===== src/shared/iicr_pkg.sv =====
// Purpose: Constants for the two-wire bus register block
// Assumes: APB byte addresses, one 32-bit word per register
// Notes:   Shared by design and bench
`default_nettype none
package iicr_pkg;
	// ****************
	// Register map
	// ****************
	localparam logic [7:0] OFF_CTRL = 8'h00;
	localparam logic [7:0] OFF_STAT = 8'h04;
	localparam logic [7:0] OFF_DATA = 8'h08;
	localparam logic [7:0] OFF_CTL2 = 8'h0C;
	localparam logic [7:0] OFF_OWN  = 8'h10;
	// ****************
	// Field positions
	// ****************
	localparam int CTRL_EN   = 7;
	localparam int CTRL_IE   = 6;
	localparam int CTRL_MST  = 5;
	localparam int CTRL_TX   = 4;
	localparam int CTRL_ACK_SUPPRESS = 3;
	localparam int CTRL_REPEAT_START_REQUEST = 2;
	localparam int ST_ARBITRATION_LOST_FLAG   = 4;
	localparam int ST_IIF    = 1;
	localparam int C2_GCA    = 7;
	// ****************
	// Reset values
	// ****************
	localparam logic [7:0] CTRL_RST = 8'h00;
	localparam logic [7:0] OWN_RST  = 8'h00;
	// ****************
	// Timing
	// ****************
	localparam int CLK_NS     = 5;
	localparam int SCL_PER_NS = 10000;
	localparam int QTR_CYC    = SCL_PER_NS / (4 * CLK_NS);
	// ****************
	// Engine states
	// ****************
	typedef enum logic [3:0] {
		ST_IDLE  = 4'h0,
		M_START  = 4'h1,
		M_HOLD   = 4'h2,
		M_BIT    = 4'h3,
		M_STOP   = 4'h4,
		M_RSTART = 4'h5,
		S_RX     = 4'h6,
		S_ACK    = 4'h7,
		S_TX     = 4'h8,
		S_HOLD   = 4'h9
	} iicr_state_e;
endpackage : iicr_pkg
`default_nettype wire


===== src/hdl/iicr_regs.sv =====
// Purpose: Control, status and data registers of a two-wire
//          bus controller, with a compact bit engine
// Assumes: APB slave, zero wait states, open-drain pins
// Notes:   Output enables are active low
//
// Behaviour
// Control bit 7 enables the whole module; the busy flag and APB register access still work while it is clear.
// Control bit 6 gates the interrupt request.
// Master select rising makes start; falling makes stop, back to slave.
// Software sets direction transmit for address, slave per captured bit.
// Receiver acknowledges each byte unless control bit 3 is set; the slave acknowledges a matching address byte even when it is set.
// Writing control bit 2 as master makes repeated start; reads 0.
// Repeated start at wrong time counts as arbitration loss.
// Byte done flag sets per byte; data access in mode clears it.
// Own address or enabled general call sets hit; control write clears.
// Busy sets on any start, clears on any stop.
// Arbitration lost flag sets, cleared by writing one.
// Addressed slave captures calling read/write bit in status bit 2.
// Pending flag sets on byte, hit or loss; write one clears.
// Status bit 0 records sampled acknowledge after transmit byte.
// Master transmit data write shifts byte out, MSB first.
// Master receive data read starts next byte reception.
// Software changes mode before last read leaving master receive.
// After address match slave offers same data behaviour.
// Transfer starts only when direction bit matches access.
// Data reads return last received byte only.
// First byte after master start is sent as address byte.
// General call matches only when second control bit 7 set.
// Acknowledge is data low during the ninth clock.
// Interrupt output is pending flag AND interrupt enable.
//
// Added by the designer: the register offsets and register access over APB.
`default_nettype none
module iicr_regs
	import iicr_pkg::*;
#(
	parameter int QTR = QTR_CYC
) (
	input  wire logic        pclk,
	input  wire logic        presetn,
	input  wire logic        psel,
	input  wire logic        penable,
	input  wire logic        pwrite,
	input  wire logic [7:0]  paddr,
	input  wire logic [31:0] pwdata,
	output logic      [31:0] prdata,
	output logic             pready,
	output logic             pslverr,
	input  wire logic        scl_i,
	output logic             scl_o,
	output logic             scl_oe_n,
	input  wire logic        sda_i,
	output logic             sda_o,
	output logic             sda_oe_n,
	output logic             irq
);
	if (QTR < 4 || QTR > 65535) begin : g_chk
		$error("QTR out of range");
	end

	function automatic logic is_master(input iicr_state_e s);
		is_master = (s == M_START) || (s == M_HOLD) || (s == M_BIT) ||
			(s == M_STOP) || (s == M_RSTART);
	endfunction : is_master

	iicr_state_e st_r;
	logic [1:0]  ph_r;
	logic [3:0]  cnt_r;
	logic [7:0]  sh_r;
	logic [7:0]  rx_r;
	logic [15:0] qcnt_r;
	logic        scl_lo_r, sda_lo_r, adr_r, ack_val_r;
	logic        done_ev_r, hit_ev_r, arb_ev_r, ack_ev_r;
	logic        en_r, ie_r, mst_r, tx_r, ack_suppress_r, gca_r;
	logic [6:0]  own_r;
	logic        tcf_r, own_address_hit_r, busy_r, arbitration_lost_flag_r, srw_r, iif_r, ack_missing_r;
	logic        scl_s1, scl_s2, scl_d, sda_s1, sda_s2, sda_d;
	logic [31:0] prdata_r;

	// ****************
	// APB decode
	// ****************
	wire acc      = psel & penable;
	wire wr       = acc & pwrite;
	wire rd       = acc & ~pwrite;
	wire hit_ctrl = paddr == OFF_CTRL;
	wire hit_stat = paddr == OFF_STAT;
	wire hit_data = paddr == OFF_DATA;
	wire hit_ctl2 = paddr == OFF_CTL2;
	wire hit_own  = paddr == OFF_OWN;
	wire mapped   = hit_ctrl | hit_stat | hit_data | hit_ctl2 | hit_own;
	wire wr_ctrl  = wr & hit_ctrl;
	wire wr_stat  = wr & hit_stat;
	wire wr_data  = wr & hit_data;
	wire rd_data  = rd & hit_data;
	wire mst_rise = wr_ctrl & pwdata[CTRL_MST] & ~mst_r;
	wire mst_fall = wr_ctrl & ~pwdata[CTRL_MST] & mst_r;
	wire repeat_start_request_req = wr_ctrl & pwdata[CTRL_REPEAT_START_REQUEST];

	wire [7:0] ctrl_rd = {en_r, ie_r, mst_r, tx_r, ack_suppress_r, 3'h0};
	wire [7:0] stat_rd = {tcf_r, own_address_hit_r, busy_r, arbitration_lost_flag_r, 1'b0,
		srw_r, iif_r, ack_missing_r};
	wire [7:0] rsel = hit_ctrl ? ctrl_rd :
		hit_stat ? stat_rd :
		hit_data ? rx_r :
		hit_ctl2 ? {gca_r, 7'h00} :
		hit_own  ? {own_r, 1'b0} : 8'h00;

	assign pready  = 1'b1;
	assign pslverr = acc & ~mapped;
	assign prdata  = prdata_r;

	always_ff @(posedge pclk or negedge presetn) begin
		if (!presetn)
			prdata_r <= 32'h0000_0000;
		else if (psel && !penable)
			prdata_r <= {24'h00_0000, rsel};
	end

	// ****************
	// Pin sync and bus events
	// ****************
	always_ff @(posedge pclk or negedge presetn) begin
		if (!presetn) begin
			{scl_s1, scl_s2, scl_d} <= 3'h7;
			{sda_s1, sda_s2, sda_d} <= 3'h7;
		end else begin
			{scl_s1, scl_s2, scl_d} <= {scl_i, scl_s1, scl_s2};
			{sda_s1, sda_s2, sda_d} <= {sda_i, sda_s1, sda_s2};
		end
	end

	wire scl_rise  = scl_s2 & ~scl_d;
	wire scl_fall  = ~scl_s2 & scl_d;
	wire start_det = scl_s2 & scl_d & sda_d & ~sda_s2;
	wire stop_det  = scl_s2 & scl_d & ~sda_d & sda_s2;

	assign scl_o    = 1'b0;
	assign sda_o    = 1'b0;
	assign scl_oe_n = ~scl_lo_r;
	assign sda_oe_n = ~sda_lo_r;

	// ****************
	// Quarter bit divider
	// ****************
	wire tick = qcnt_r == 16'(QTR - 1);

	always_ff @(posedge pclk or negedge presetn) begin
		if (!presetn)
			qcnt_r <= 16'h0000;
		else
			qcnt_r <= tick ? 16'h0000 : qcnt_r + 16'h0001;
	end

	// Phase 2 waits for released clock high (stretching)
	wire step = tick & ((ph_r != 2'h2) | scl_s2);
	// ack drive
	// ninth clock low
	wire out_bit = (cnt_r < 4'h8) ? (~tx_r | sh_r[7]) : (tx_r | ack_suppress_r);
	wire lose    = out_bit & ~sda_s2 & tx_r & (cnt_r < 4'h8);
	// general call gate
	wire addr_ok = (sh_r[7:1] == own_r) |
		(gca_r & (sh_r[7:1] == 7'h00));

	// ****************
	// Bit engine
	// ****************
	always_ff @(posedge pclk or negedge presetn) begin
		if (!presetn) begin
			st_r      <= ST_IDLE;
			ph_r      <= 2'h0;
			cnt_r     <= 4'h0;
			sh_r      <= 8'h00;
			rx_r      <= 8'h00;
			scl_lo_r  <= 1'b0;
			sda_lo_r  <= 1'b0;
			adr_r     <= 1'b0;
			ack_val_r <= 1'b1;
			done_ev_r <= 1'b0;
			hit_ev_r  <= 1'b0;
			arb_ev_r  <= 1'b0;
			ack_ev_r  <= 1'b0;
		end else begin
			done_ev_r <= 1'b0;
			hit_ev_r  <= 1'b0;
			arb_ev_r  <= 1'b0;
			ack_ev_r  <= 1'b0;
			// module enable
			if (!en_r) begin
				st_r     <= ST_IDLE;
				scl_lo_r <= 1'b0;
				sda_lo_r <= 1'b0;
			// stop on clear
			end else if (mst_fall) begin
				if (is_master(st_r)) begin
					st_r <= M_STOP;
					ph_r <= 2'h0;
				end
			end else if (repeat_start_request_req && mst_r) begin
				// repeated start
				if (st_r == M_HOLD) begin
					st_r <= M_RSTART;
					ph_r <= 2'h0;
				// wrong time loss
				end else begin
					arb_ev_r <= 1'b1;
					st_r     <= ST_IDLE;
					scl_lo_r <= 1'b0;
					sda_lo_r <= 1'b0;
				end
			// start on set
			end else if (mst_rise) begin
				if (busy_r)
					arb_ev_r <= 1'b1;
				else begin
					st_r <= M_START;
					ph_r <= 2'h0;
				end
			end else if (start_det && !is_master(st_r)) begin
				st_r     <= S_RX;
				cnt_r    <= 4'h0;
				adr_r    <= 1'b1;
				scl_lo_r <= 1'b0;
				sda_lo_r <= 1'b0;
			end else if (stop_det && !is_master(st_r)) begin
				st_r     <= ST_IDLE;
				scl_lo_r <= 1'b0;
				sda_lo_r <= 1'b0;
			end else begin
				case (st_r)
				M_START: if (step) begin
					if (ph_r == 2'h0)
						sda_lo_r <= 1'b1;
					else begin
						scl_lo_r <= 1'b1;
						adr_r    <= 1'b1;
						st_r     <= M_HOLD;
					end
					ph_r <= ph_r + 2'h1;
				end
				M_HOLD: begin
					// direction match
					// transmit on write
					// address byte
					if (wr_data && tx_r) begin
						sh_r  <= pwdata[7:0];
						cnt_r <= 4'h0;
						ph_r  <= 2'h0;
						st_r  <= M_BIT;
					// receive on read
					end else if (rd_data && !tx_r) begin
						cnt_r <= 4'h0;
						ph_r  <= 2'h0;
						st_r  <= M_BIT;
					end
				end
				M_BIT: if (step) begin
					ph_r <= ph_r + 2'h1;
					case (ph_r)
					2'h0: sda_lo_r <= ~out_bit;
					2'h1: scl_lo_r <= 1'b0;
					2'h2: begin
						if (cnt_r < 4'h8)
							sh_r <= {sh_r[6:0], sda_s2};
						// ack sample
						else if (tx_r) begin
							ack_ev_r  <= 1'b1;
							ack_val_r <= sda_s2;
						end
						// Loser continues as slave receiver
						if (lose) begin
							arb_ev_r <= 1'b1;
							sda_lo_r <= 1'b0;
							cnt_r    <= cnt_r + 4'h1;
							st_r     <= S_RX;
						end
					end
					default: begin
						scl_lo_r <= 1'b1;
						cnt_r    <= cnt_r + 4'h1;
						if (cnt_r == 4'h8) begin
							done_ev_r <= 1'b1;
							sda_lo_r  <= 1'b0;
							adr_r     <= 1'b0;
							st_r      <= M_HOLD;
							if (!tx_r)
								rx_r <= sh_r;
						end
					end
					endcase
				end
				M_STOP: if (step) begin
					ph_r <= ph_r + 2'h1;
					case (ph_r)
					2'h0: begin
						scl_lo_r <= 1'b1;
						sda_lo_r <= 1'b1;
					end
					2'h1: scl_lo_r <= 1'b0;
					default: begin
						sda_lo_r <= 1'b0;
						st_r     <= ST_IDLE;
					end
					endcase
				end
				M_RSTART: if (step) begin
					ph_r <= ph_r + 2'h1;
					case (ph_r)
					2'h0: begin
						scl_lo_r <= 1'b1;
						sda_lo_r <= 1'b0;
					end
					2'h1: scl_lo_r <= 1'b0;
					2'h2: sda_lo_r <= 1'b1;
					default: begin
						scl_lo_r <= 1'b1;
						adr_r    <= 1'b1;
						st_r     <= M_HOLD;
					end
					endcase
				end
				S_RX: begin
					if (scl_rise && cnt_r < 4'h8) begin
						sh_r  <= {sh_r[6:0], sda_s2};
						cnt_r <= cnt_r + 4'h1;
					end else if (scl_fall && cnt_r == 4'h8) begin
						if (adr_r) begin
							// address compare
							if (addr_ok) begin
								sda_lo_r <= 1'b1;
								hit_ev_r <= 1'b1;
								st_r     <= S_ACK;
							end else
								st_r <= ST_IDLE;
						end else begin
							// keep received byte
							rx_r     <= sh_r;
							sda_lo_r <= ~ack_suppress_r;
							st_r     <= S_ACK;
						end
					end
				end
				S_ACK: if (scl_fall) begin
					sda_lo_r  <= 1'b0;
					scl_lo_r  <= 1'b1;
					done_ev_r <= 1'b1;
					adr_r     <= 1'b0;
					st_r      <= S_HOLD;
				end
				S_HOLD: begin
					// slave data access
					if (wr_data && tx_r) begin
						sh_r     <= pwdata[7:0];
						sda_lo_r <= ~pwdata[7];
						scl_lo_r <= 1'b0;
						cnt_r    <= 4'h0;
						st_r     <= S_TX;
					end else if (rd_data && !tx_r) begin
						scl_lo_r <= 1'b0;
						cnt_r    <= 4'h0;
						st_r     <= S_RX;
					end
				end
				S_TX: begin
					if (scl_rise) begin
						cnt_r <= cnt_r + 4'h1;
						if (cnt_r == 4'h8) begin
							ack_ev_r  <= 1'b1;
							ack_val_r <= sda_s2;
						end
					end else if (scl_fall) begin
						if (cnt_r < 4'h8) begin
							sh_r     <= {sh_r[6:0], 1'b0};
							sda_lo_r <= ~sh_r[6];
						end else if (cnt_r == 4'h8)
							sda_lo_r <= 1'b0;
						else begin
							done_ev_r <= 1'b1;
							if (!ack_val_r) begin
								scl_lo_r <= 1'b1;
								st_r     <= S_HOLD;
							end else
								st_r <= ST_IDLE;
						end
					end
				end
				default: ;
				endcase
			end
		end
	end

	// ****************
	// Control registers
	// ****************
	always_ff @(posedge pclk or negedge presetn) begin
		if (!presetn) begin
			{en_r, ie_r, tx_r, ack_suppress_r} <= {CTRL_RST[CTRL_EN],
				CTRL_RST[CTRL_IE], CTRL_RST[CTRL_TX],
				CTRL_RST[CTRL_ACK_SUPPRESS]};
			mst_r <= CTRL_RST[CTRL_MST];
			gca_r <= 1'b0;
			own_r <= OWN_RST[7:1];
		end else begin
			if (wr_ctrl) begin
				en_r   <= pwdata[CTRL_EN];
				ie_r   <= pwdata[CTRL_IE];
				tx_r   <= pwdata[CTRL_TX];
				ack_suppress_r <= pwdata[CTRL_ACK_SUPPRESS];
			end
			// back to slave
			if (arb_ev_r)
				mst_r <= 1'b0;
			else if (wr_ctrl)
				mst_r <= pwdata[CTRL_MST];
			if (wr && hit_ctl2)
				gca_r <= pwdata[C2_GCA];
			if (wr && hit_own)
				own_r <= pwdata[7:1];
		end
	end

	// ****************
	// Status flags, set wins over clear
	// ****************
	wire tcf_clr = (rd_data & ~tx_r) | (wr_data & tx_r);

	always_ff @(posedge pclk or negedge presetn) begin
		if (!presetn) begin
			{tcf_r, own_address_hit_r, busy_r, arbitration_lost_flag_r} <= 4'h0;
			{srw_r, iif_r, ack_missing_r} <= 3'h0;
		end else begin
			// byte done
			tcf_r  <= done_ev_r | (tcf_r & ~tcf_clr);
			// hit flag
			own_address_hit_r <= hit_ev_r | (own_address_hit_r & ~wr_ctrl);
			// bus busy
			busy_r <= start_det | (busy_r & ~stop_det);
			// loss flag
			arbitration_lost_flag_r <= arb_ev_r |
				(arbitration_lost_flag_r & ~(wr_stat & pwdata[ST_ARBITRATION_LOST_FLAG]));
			// pending flag
			iif_r  <= done_ev_r | hit_ev_r | arb_ev_r |
				(iif_r & ~(wr_stat & pwdata[ST_IIF]));
			// capture direction
			if (hit_ev_r)
				srw_r <= sh_r[0];
			// record ack
			if (ack_ev_r)
				ack_missing_r <= ack_val_r;
		end
	end

	// interrupt gate
	// enable gate
	assign irq = iif_r & ie_r;
endmodule : iicr_regs
`default_nettype wire


===== config.mk =====
export PLATFORM = sky130hd
export DESIGN_NAME = iicr_regs
export DESIGN_NICKNAME = d
export VERILOG_FILES = /design/src/shared/iicr_pkg.sv /design/src/hdl/iicr_regs.sv
export SDC_FILE = /design/constraint.sdc
export NUM_CORES = 1
export LEC_CHECK = 0
export ABC_AREA = 0
export BUFFER_PORTS_ARGS = -buffer_cell sky130_fd_sc_hd__clkbuf_2
export CORE_MARGIN = 2
export CORE_UTILIZATION = 50
export DETAILED_ROUTE_END_ITERATION = 16
export MAX_ROUTING_LAYER = met4
export PLACE_DENSITY = 0.69
export SETUP_SLACK_MARGIN = 0.5
export SYNTH_ARGS = -nofsm -noshare
export SYNTH_HDL_FRONTEND = slang
export SYNTH_SLANG_ARGS = --single-unit

===== constraint.sdc =====
create_clock -name pclk -period 7.41 [get_ports pclk]
set_input_delay 0.741 -clock pclk [delete_from_list [all_inputs] [get_ports pclk]]
set_output_delay 0.741 -clock pclk [all_outputs]
set_load 0.02 [all_outputs]

# Yosys cells after proc, flatten, opt, wreduce, memory -nomap -nowiden
# Cells that the tools add are included.
# totals
word_cells	462
output_inout_bits	39
in_bits	47
register_bits	84
# classes
n_eq_ne	109
bitwise_logic	76
addsub	3
order_cmp	1
muxes	197
n_reduce_logical	41
# op_table
op	count
$mux W8	20
$mux W4	38
$mux W1	106
$ne A6 B6 Y1 const B	13
$ne A8 B8 Y1 const B	8
$ne A8 B6 Y1 const B	7
$ne A6 B4 Y1 const B	6
$pmux W4 S9	1
$and A1 B1 Y1	35
$ne A2 B2 Y1 const B	17
$pmux W8 S4	1
$reduce_and A14 Y1	2
$ne A3 B2 Y1 const B	9
$not A1 Y1	25
$mux W2	11
$reduce_and A22 Y1	1
$ne A7 B7 Y1 const B	3
$reduce_and A20 Y1	1
$reduce_and A19 Y1	1
$ne A9 B5 Y1 const B	2
$ne A9 B9 Y1 const B	2
$add A16 B1 Y16 const B	1
$eq A16 B9 Y1 const B	1
$eq A4 B3 Y1 const B	4
53 further kinds	112

# Logic depth before layout (Yosys ltp)
# logic_depth
depth_word	16
mapped_depth	9
ltp_nobuf	8

# Worst setup path before layout
# OpenSTA, ideal clock, no wires.
# synth_timing
path_kind	flip-flop to flip-flop
from	reg qcnt_r[0]
to	reg st_r[1]
path_buffers	1
setup_ns	0.125
setup_slack_ns	4.637
t_required_ns	7.285
stages_incl_launch_ff	9
period_less_slack_ns	2.773
arrival_time_ns	2.648
cell_sequence	dfrtp_1 ha_1 or4b_4 or4_4 buf_6 nor4_4 o221ai_2 a22oi_4 mux2_4
# synth_between
elab_chain_len	4
word_cells_on_any_way	7
classes_between	5 x eq/ne; 1 x bitwise; 1 x reduce/logical
# synth_rtl
item	line	source
from (decl)	iicr_regs.sv:71	logic [15:0] qcnt_r;
from (signal assigned)	iicr_regs.sv:152	qcnt_r <= tick ? 16'h0000 : qcnt_r + 16'h0001;
$eq A16 B9 Y1 *	iicr_regs.sv:146	wire tick = qcnt_r == 16'(QTR - 1);
$and A1 B1 Y1 *	iicr_regs.sv:156	wire step = tick & ((ph_r != 2'h2) | scl_s2);
$ne A8 B6 Y1 (no source line)	-	
$reduce_and A22 Y1 (no source line) *	-	
to (signal assigned)	iicr_regs.sv:170	st_r <= ST_IDLE;
to (signal assigned)	iicr_regs.sv:190	st_r <= ST_IDLE;
to (signal assigned)	iicr_regs.sv:196	st_r <= M_STOP;
to (decl)	iicr_regs.sv:66	iicr_state_e st_r;
# Every way passes the cells marked *; elsewhere a longest branch is shown, timed or not.
# A chain may end at the register's enable or synchronous reset.

# Final worst setup path
# layout_timing
from	reg qcnt_r[0]
to	reg sh_r[6]
# layout_between
elab_chain_len	4
# layout_rtl
item	line	source
$eq A16 B9 Y1	iicr_regs.sv:146	
$and A1 B1 Y1	iicr_regs.sv:156	
$ne A2 B2 Y1 (no source line)	-	
$reduce_and A15 Y1 (no source line)	-	
to (signal assigned)	iicr_regs.sv:246	sh_r <= pwdata[7:0];
to (signal assigned)	iicr_regs.sv:264	sh_r <= {sh_r[6:0], sda_s2};
to (signal assigned)	iicr_regs.sv:324	sh_r <= {sh_r[6:0], sda_s2};
to (decl)	iicr_regs.sv:69	logic [7:0] sh_r;
# No other way between the ends.

==> results.yml <==
status:
  status: "finished clean"
timing:
  fin_skew_ns: 0.00796
  setup_violations: 0
  timing.hold.ws_ns: 0.360
  timing.setup.tns_ns: 0
  slew_viol_final: 0
  rsz0062_at_grt: "false"
  period_minus_slack_ns: 3.35
  worst_pin_slew_ns: 1.08
  max_freq_mhz: 298
  finalCritPeriodShare: 0.452
  relSlewSlack: 0.283
  hold_viol: 0
critical_path:
  crit_path_start_kind: "flop"
  reg2regPathDepth: 7
  cp.required_ns: 7.66
  startpoint: "qcnt_r[0]"
  r2r_slack_ns: 4.06
  cp_max_fo: 10
  crit_path_end_kind: "flop"
  endpoint: "sh_r[6]"
  r2r_start: "qcnt_r[0]"
  crit_arrival_ns: 3.60
  r2r-end: "sh_r[6]"
  crit_type: "flop to flop"
synthesis:
  synth_cells: 590
  ys_async_sr_fraction: 1.00
  synth.area.top_cells: "dfrtp_1 (35%), mux2_1 (4.7%), buf_4 (3.7%)"
  synth_ff_type: "dfrtp_1"
  synth_edf_count: 0
  ys_seq_area_frac: 0.385
  synth_top_cell_by_area: "dfrtp_1"
  syn_area_um2: 5480
  synth_seq_cells: 84
  synth_top_area_share: 0.352
  syn_avg_cell_area_um2: 9.29
  yosysUniqueCellTypes: 81
  ys_warn_count: 0
finish:
  finalNetCount: 666
  synthToLayoutAreaGrowth_pct: 6.44
  final_util: 0.543
  antennaDiodeCount: 0
  drive_gt1_frac: 0.151
  final_cell_count_no_fill: 757
clock_tree:
  cts-root-buf: "clkbuf_8"
  cts_tree: "built"
  cts_buffers: 9
  h-tree-depth: 3
  clockBufferDepth: 2
  post_cts_buffers: 0
  clock-sinks: 84
  postCtsHoldBufs: 0
  clk_latency_ns: 0.37
  ctsResizeCount: 0
  clkTransAtPathRegs_ns: 0.08
die:
  pin_count: 86
  floorplan.initialDensity: 0.510
  fp.dieW_um: 109
  die_h_um: 109
  core_um2: 10700
  rows: 38
  fp.dieArea_um2: 11800
worst_hold_path:
  hold_depth: 0
  hold_path.class: "flop to flop"
route:
  first_iter_violations: 400
  drc_errors: 0
  antenna_left: 0
  drt_wl_total_um: 15500
  routedWlPerCell_um: 20.5
  vias_per_cell: 6.26
  drtPass1Iterations: 8
  vias: 4740
global_routing:
  grt-ovfl-total: 0
  grt_first_pass_wirelength_um: 24500
  track_usage: 0.281
  grt_max_degree: 85
  grt_pass1_vias: 4635
  antenna_found_initial: 0
power:
  totalPowerFinal_uw: 870
  p_sw_frac: 0.284
  p_int_uw: 623
  clock_power_share: 0.356
  switching_power_uw: 248
  pwr-share-comb: 0.091
  leakagePower_nw: 2.64
  ir_drop_uv: 82.6
  p_seq_frac: 0.552
  p_per_area_nw_per_um2: 149
flow_run:
  max_cap_viol_count: 0
placement:
  gp_congestion: 0.990
  numPortBuffers: 34
  dp_cells: 741
  hpwl_um: 11200
-- power by group through the flow --
| stage | sequential, mW | combinational [mW] | clock, mW |
|---|---|---|---|
| 2_1_floorplan | 0.479 | 0.0671 | 0 |
| 4_1_cts | 0.480 | 0.0789 | 0.318 |
| 5_1_grt | 0.482 | 0.0876 | 0.335 |
| 3_3_place_gp | 0.488 | 0.0774 | 0 |
| 6_report | 0.481 | 0.0795 | 0.310 |
| 3_5_place_dp | 0.489 | 0.0785 | 0 |
-- kinds of logic (layout without fill, tap and decap cells) --
group | Yosys count | in the layout | share of synthesized area
fa+ha+maj | 7 | 7 | 0.0160
flops | 84 | 84 | 0.385
xor+xnor | 22 | 22 | 0.0352
compound gates | 136 | 136 | 0.168
mux | 50 | 50 | 0.102
simple gates | 217 | 217 | 0.223
buf+inv | 72 | 74 | 0.0692
other cells | 2 | 27 | 0.00137
-- final cells by class --
cell class	instances	area, um^2
clock buffer	11	141
timing repair buffer	40	218
tap	140	175
sequential	84	2110
inverter	18	67.6
multi-input combinational	459	3090
clock inverter	5	36.3
fill	1042	4910
-- worst min-delay path by stage --
stage | startpoint | to | slack [ns]
floorplan | scl_s1 | scl_s2 | 0.35
global placement | scl_s1 | scl_s2 | 0.35
detailed placement | scl_s1 | scl_s2 | 0.35
CTS | scl_s1 | scl_s2 | 0.36
global route | sda_s1 | sda_s2 | 0.37
finish | scl_s1 | scl_s2 | 0.36
-- sequential cells by signal, indices dropped and copies added, names as in the netlist, 2 cells and up --
| signal | count |
|---|---|
| sh_r | 8 |
| ph_r | 2 |
| qcnt_r | 16 |
| own_r | 7 |
| prdata | 8 |
| cnt_r | 4 |
| rx_r | 8 |
| st_r | 4 |
-- layout by cell type, fill, tap and decap left out, types with 5 or more instances in the layout --
cell / instances
dfrtp_1: 77
nor2_1: 43
nand2_1: 39
clkbuf_2: 33
a21oi_1: 31
o21ai_0: 29
conb_1: 27
nand3_1: 25
mux2_1: 23
inv_1: 18
mux2_2: 17
xnor2_1: 16
nor3_1: 15
nand2b_1: 13
nand4_1: 11
nor2b_1: 10
clkbuf_8: 10
o211ai_1: 9
and3_1: 8
o21ai_1: 8
mux2i_1: 8
a21o_1: 7
nor4_1: 7
ha_1: 7
dfstp_2: 7
buf_4: 7
xor2_1: 6
o22ai_1: 6
and2_1: 5
nor4b_1: 5
-- synthesized netlist by cell type, types with 10 or more instances --
cell type / n
nor2_1: 43
dfrtp_1: 77
nand4_1: 11
inv_1: 18
xnor2_1: 16
o21ai_0: 29
nand3_1: 25
mux2_1: 23
nor2b_1: 10
mux2_2: 17
nand2b_1: 13
buf_4: 27
clkbuf_1: 23
a21oi_1: 31
nor3_1: 15
nand2_1: 39
-- critical path, stage by stage, from the launching register on --
cell and delay, ns:
dfrtp_1 0.38, ha_1 0.22, or4b_4 0.51, nor4_4 0.52, a21oi_1 0.19, nor4_1 0.61
nand3_2 0.38, mux2_1 0.42
-- metrics by stage --
stage / setup slack [ns] / cell area (um^2)
global route: 3.94 / 5830
CTS: 4.13 / 5830
global placement: 3.81 / 5660
finish: 4.06 / 5830
floorplan: 4.64 / 5580
detailed placement: 3.87 / 5660
-- routing by layer --
metal | routed length (um) | share of wire | track usage
met1 | 6550 | 0.42 | 0.352
met2 | 6960 | 0.45 | 0.429
met3 | 1280 | 0.082 | 0.0634
met4 | 694 | 0.045 | 0.143
met5 | 0 | 0 | -
Note: power is estimated with default switching activity, not from simulation.
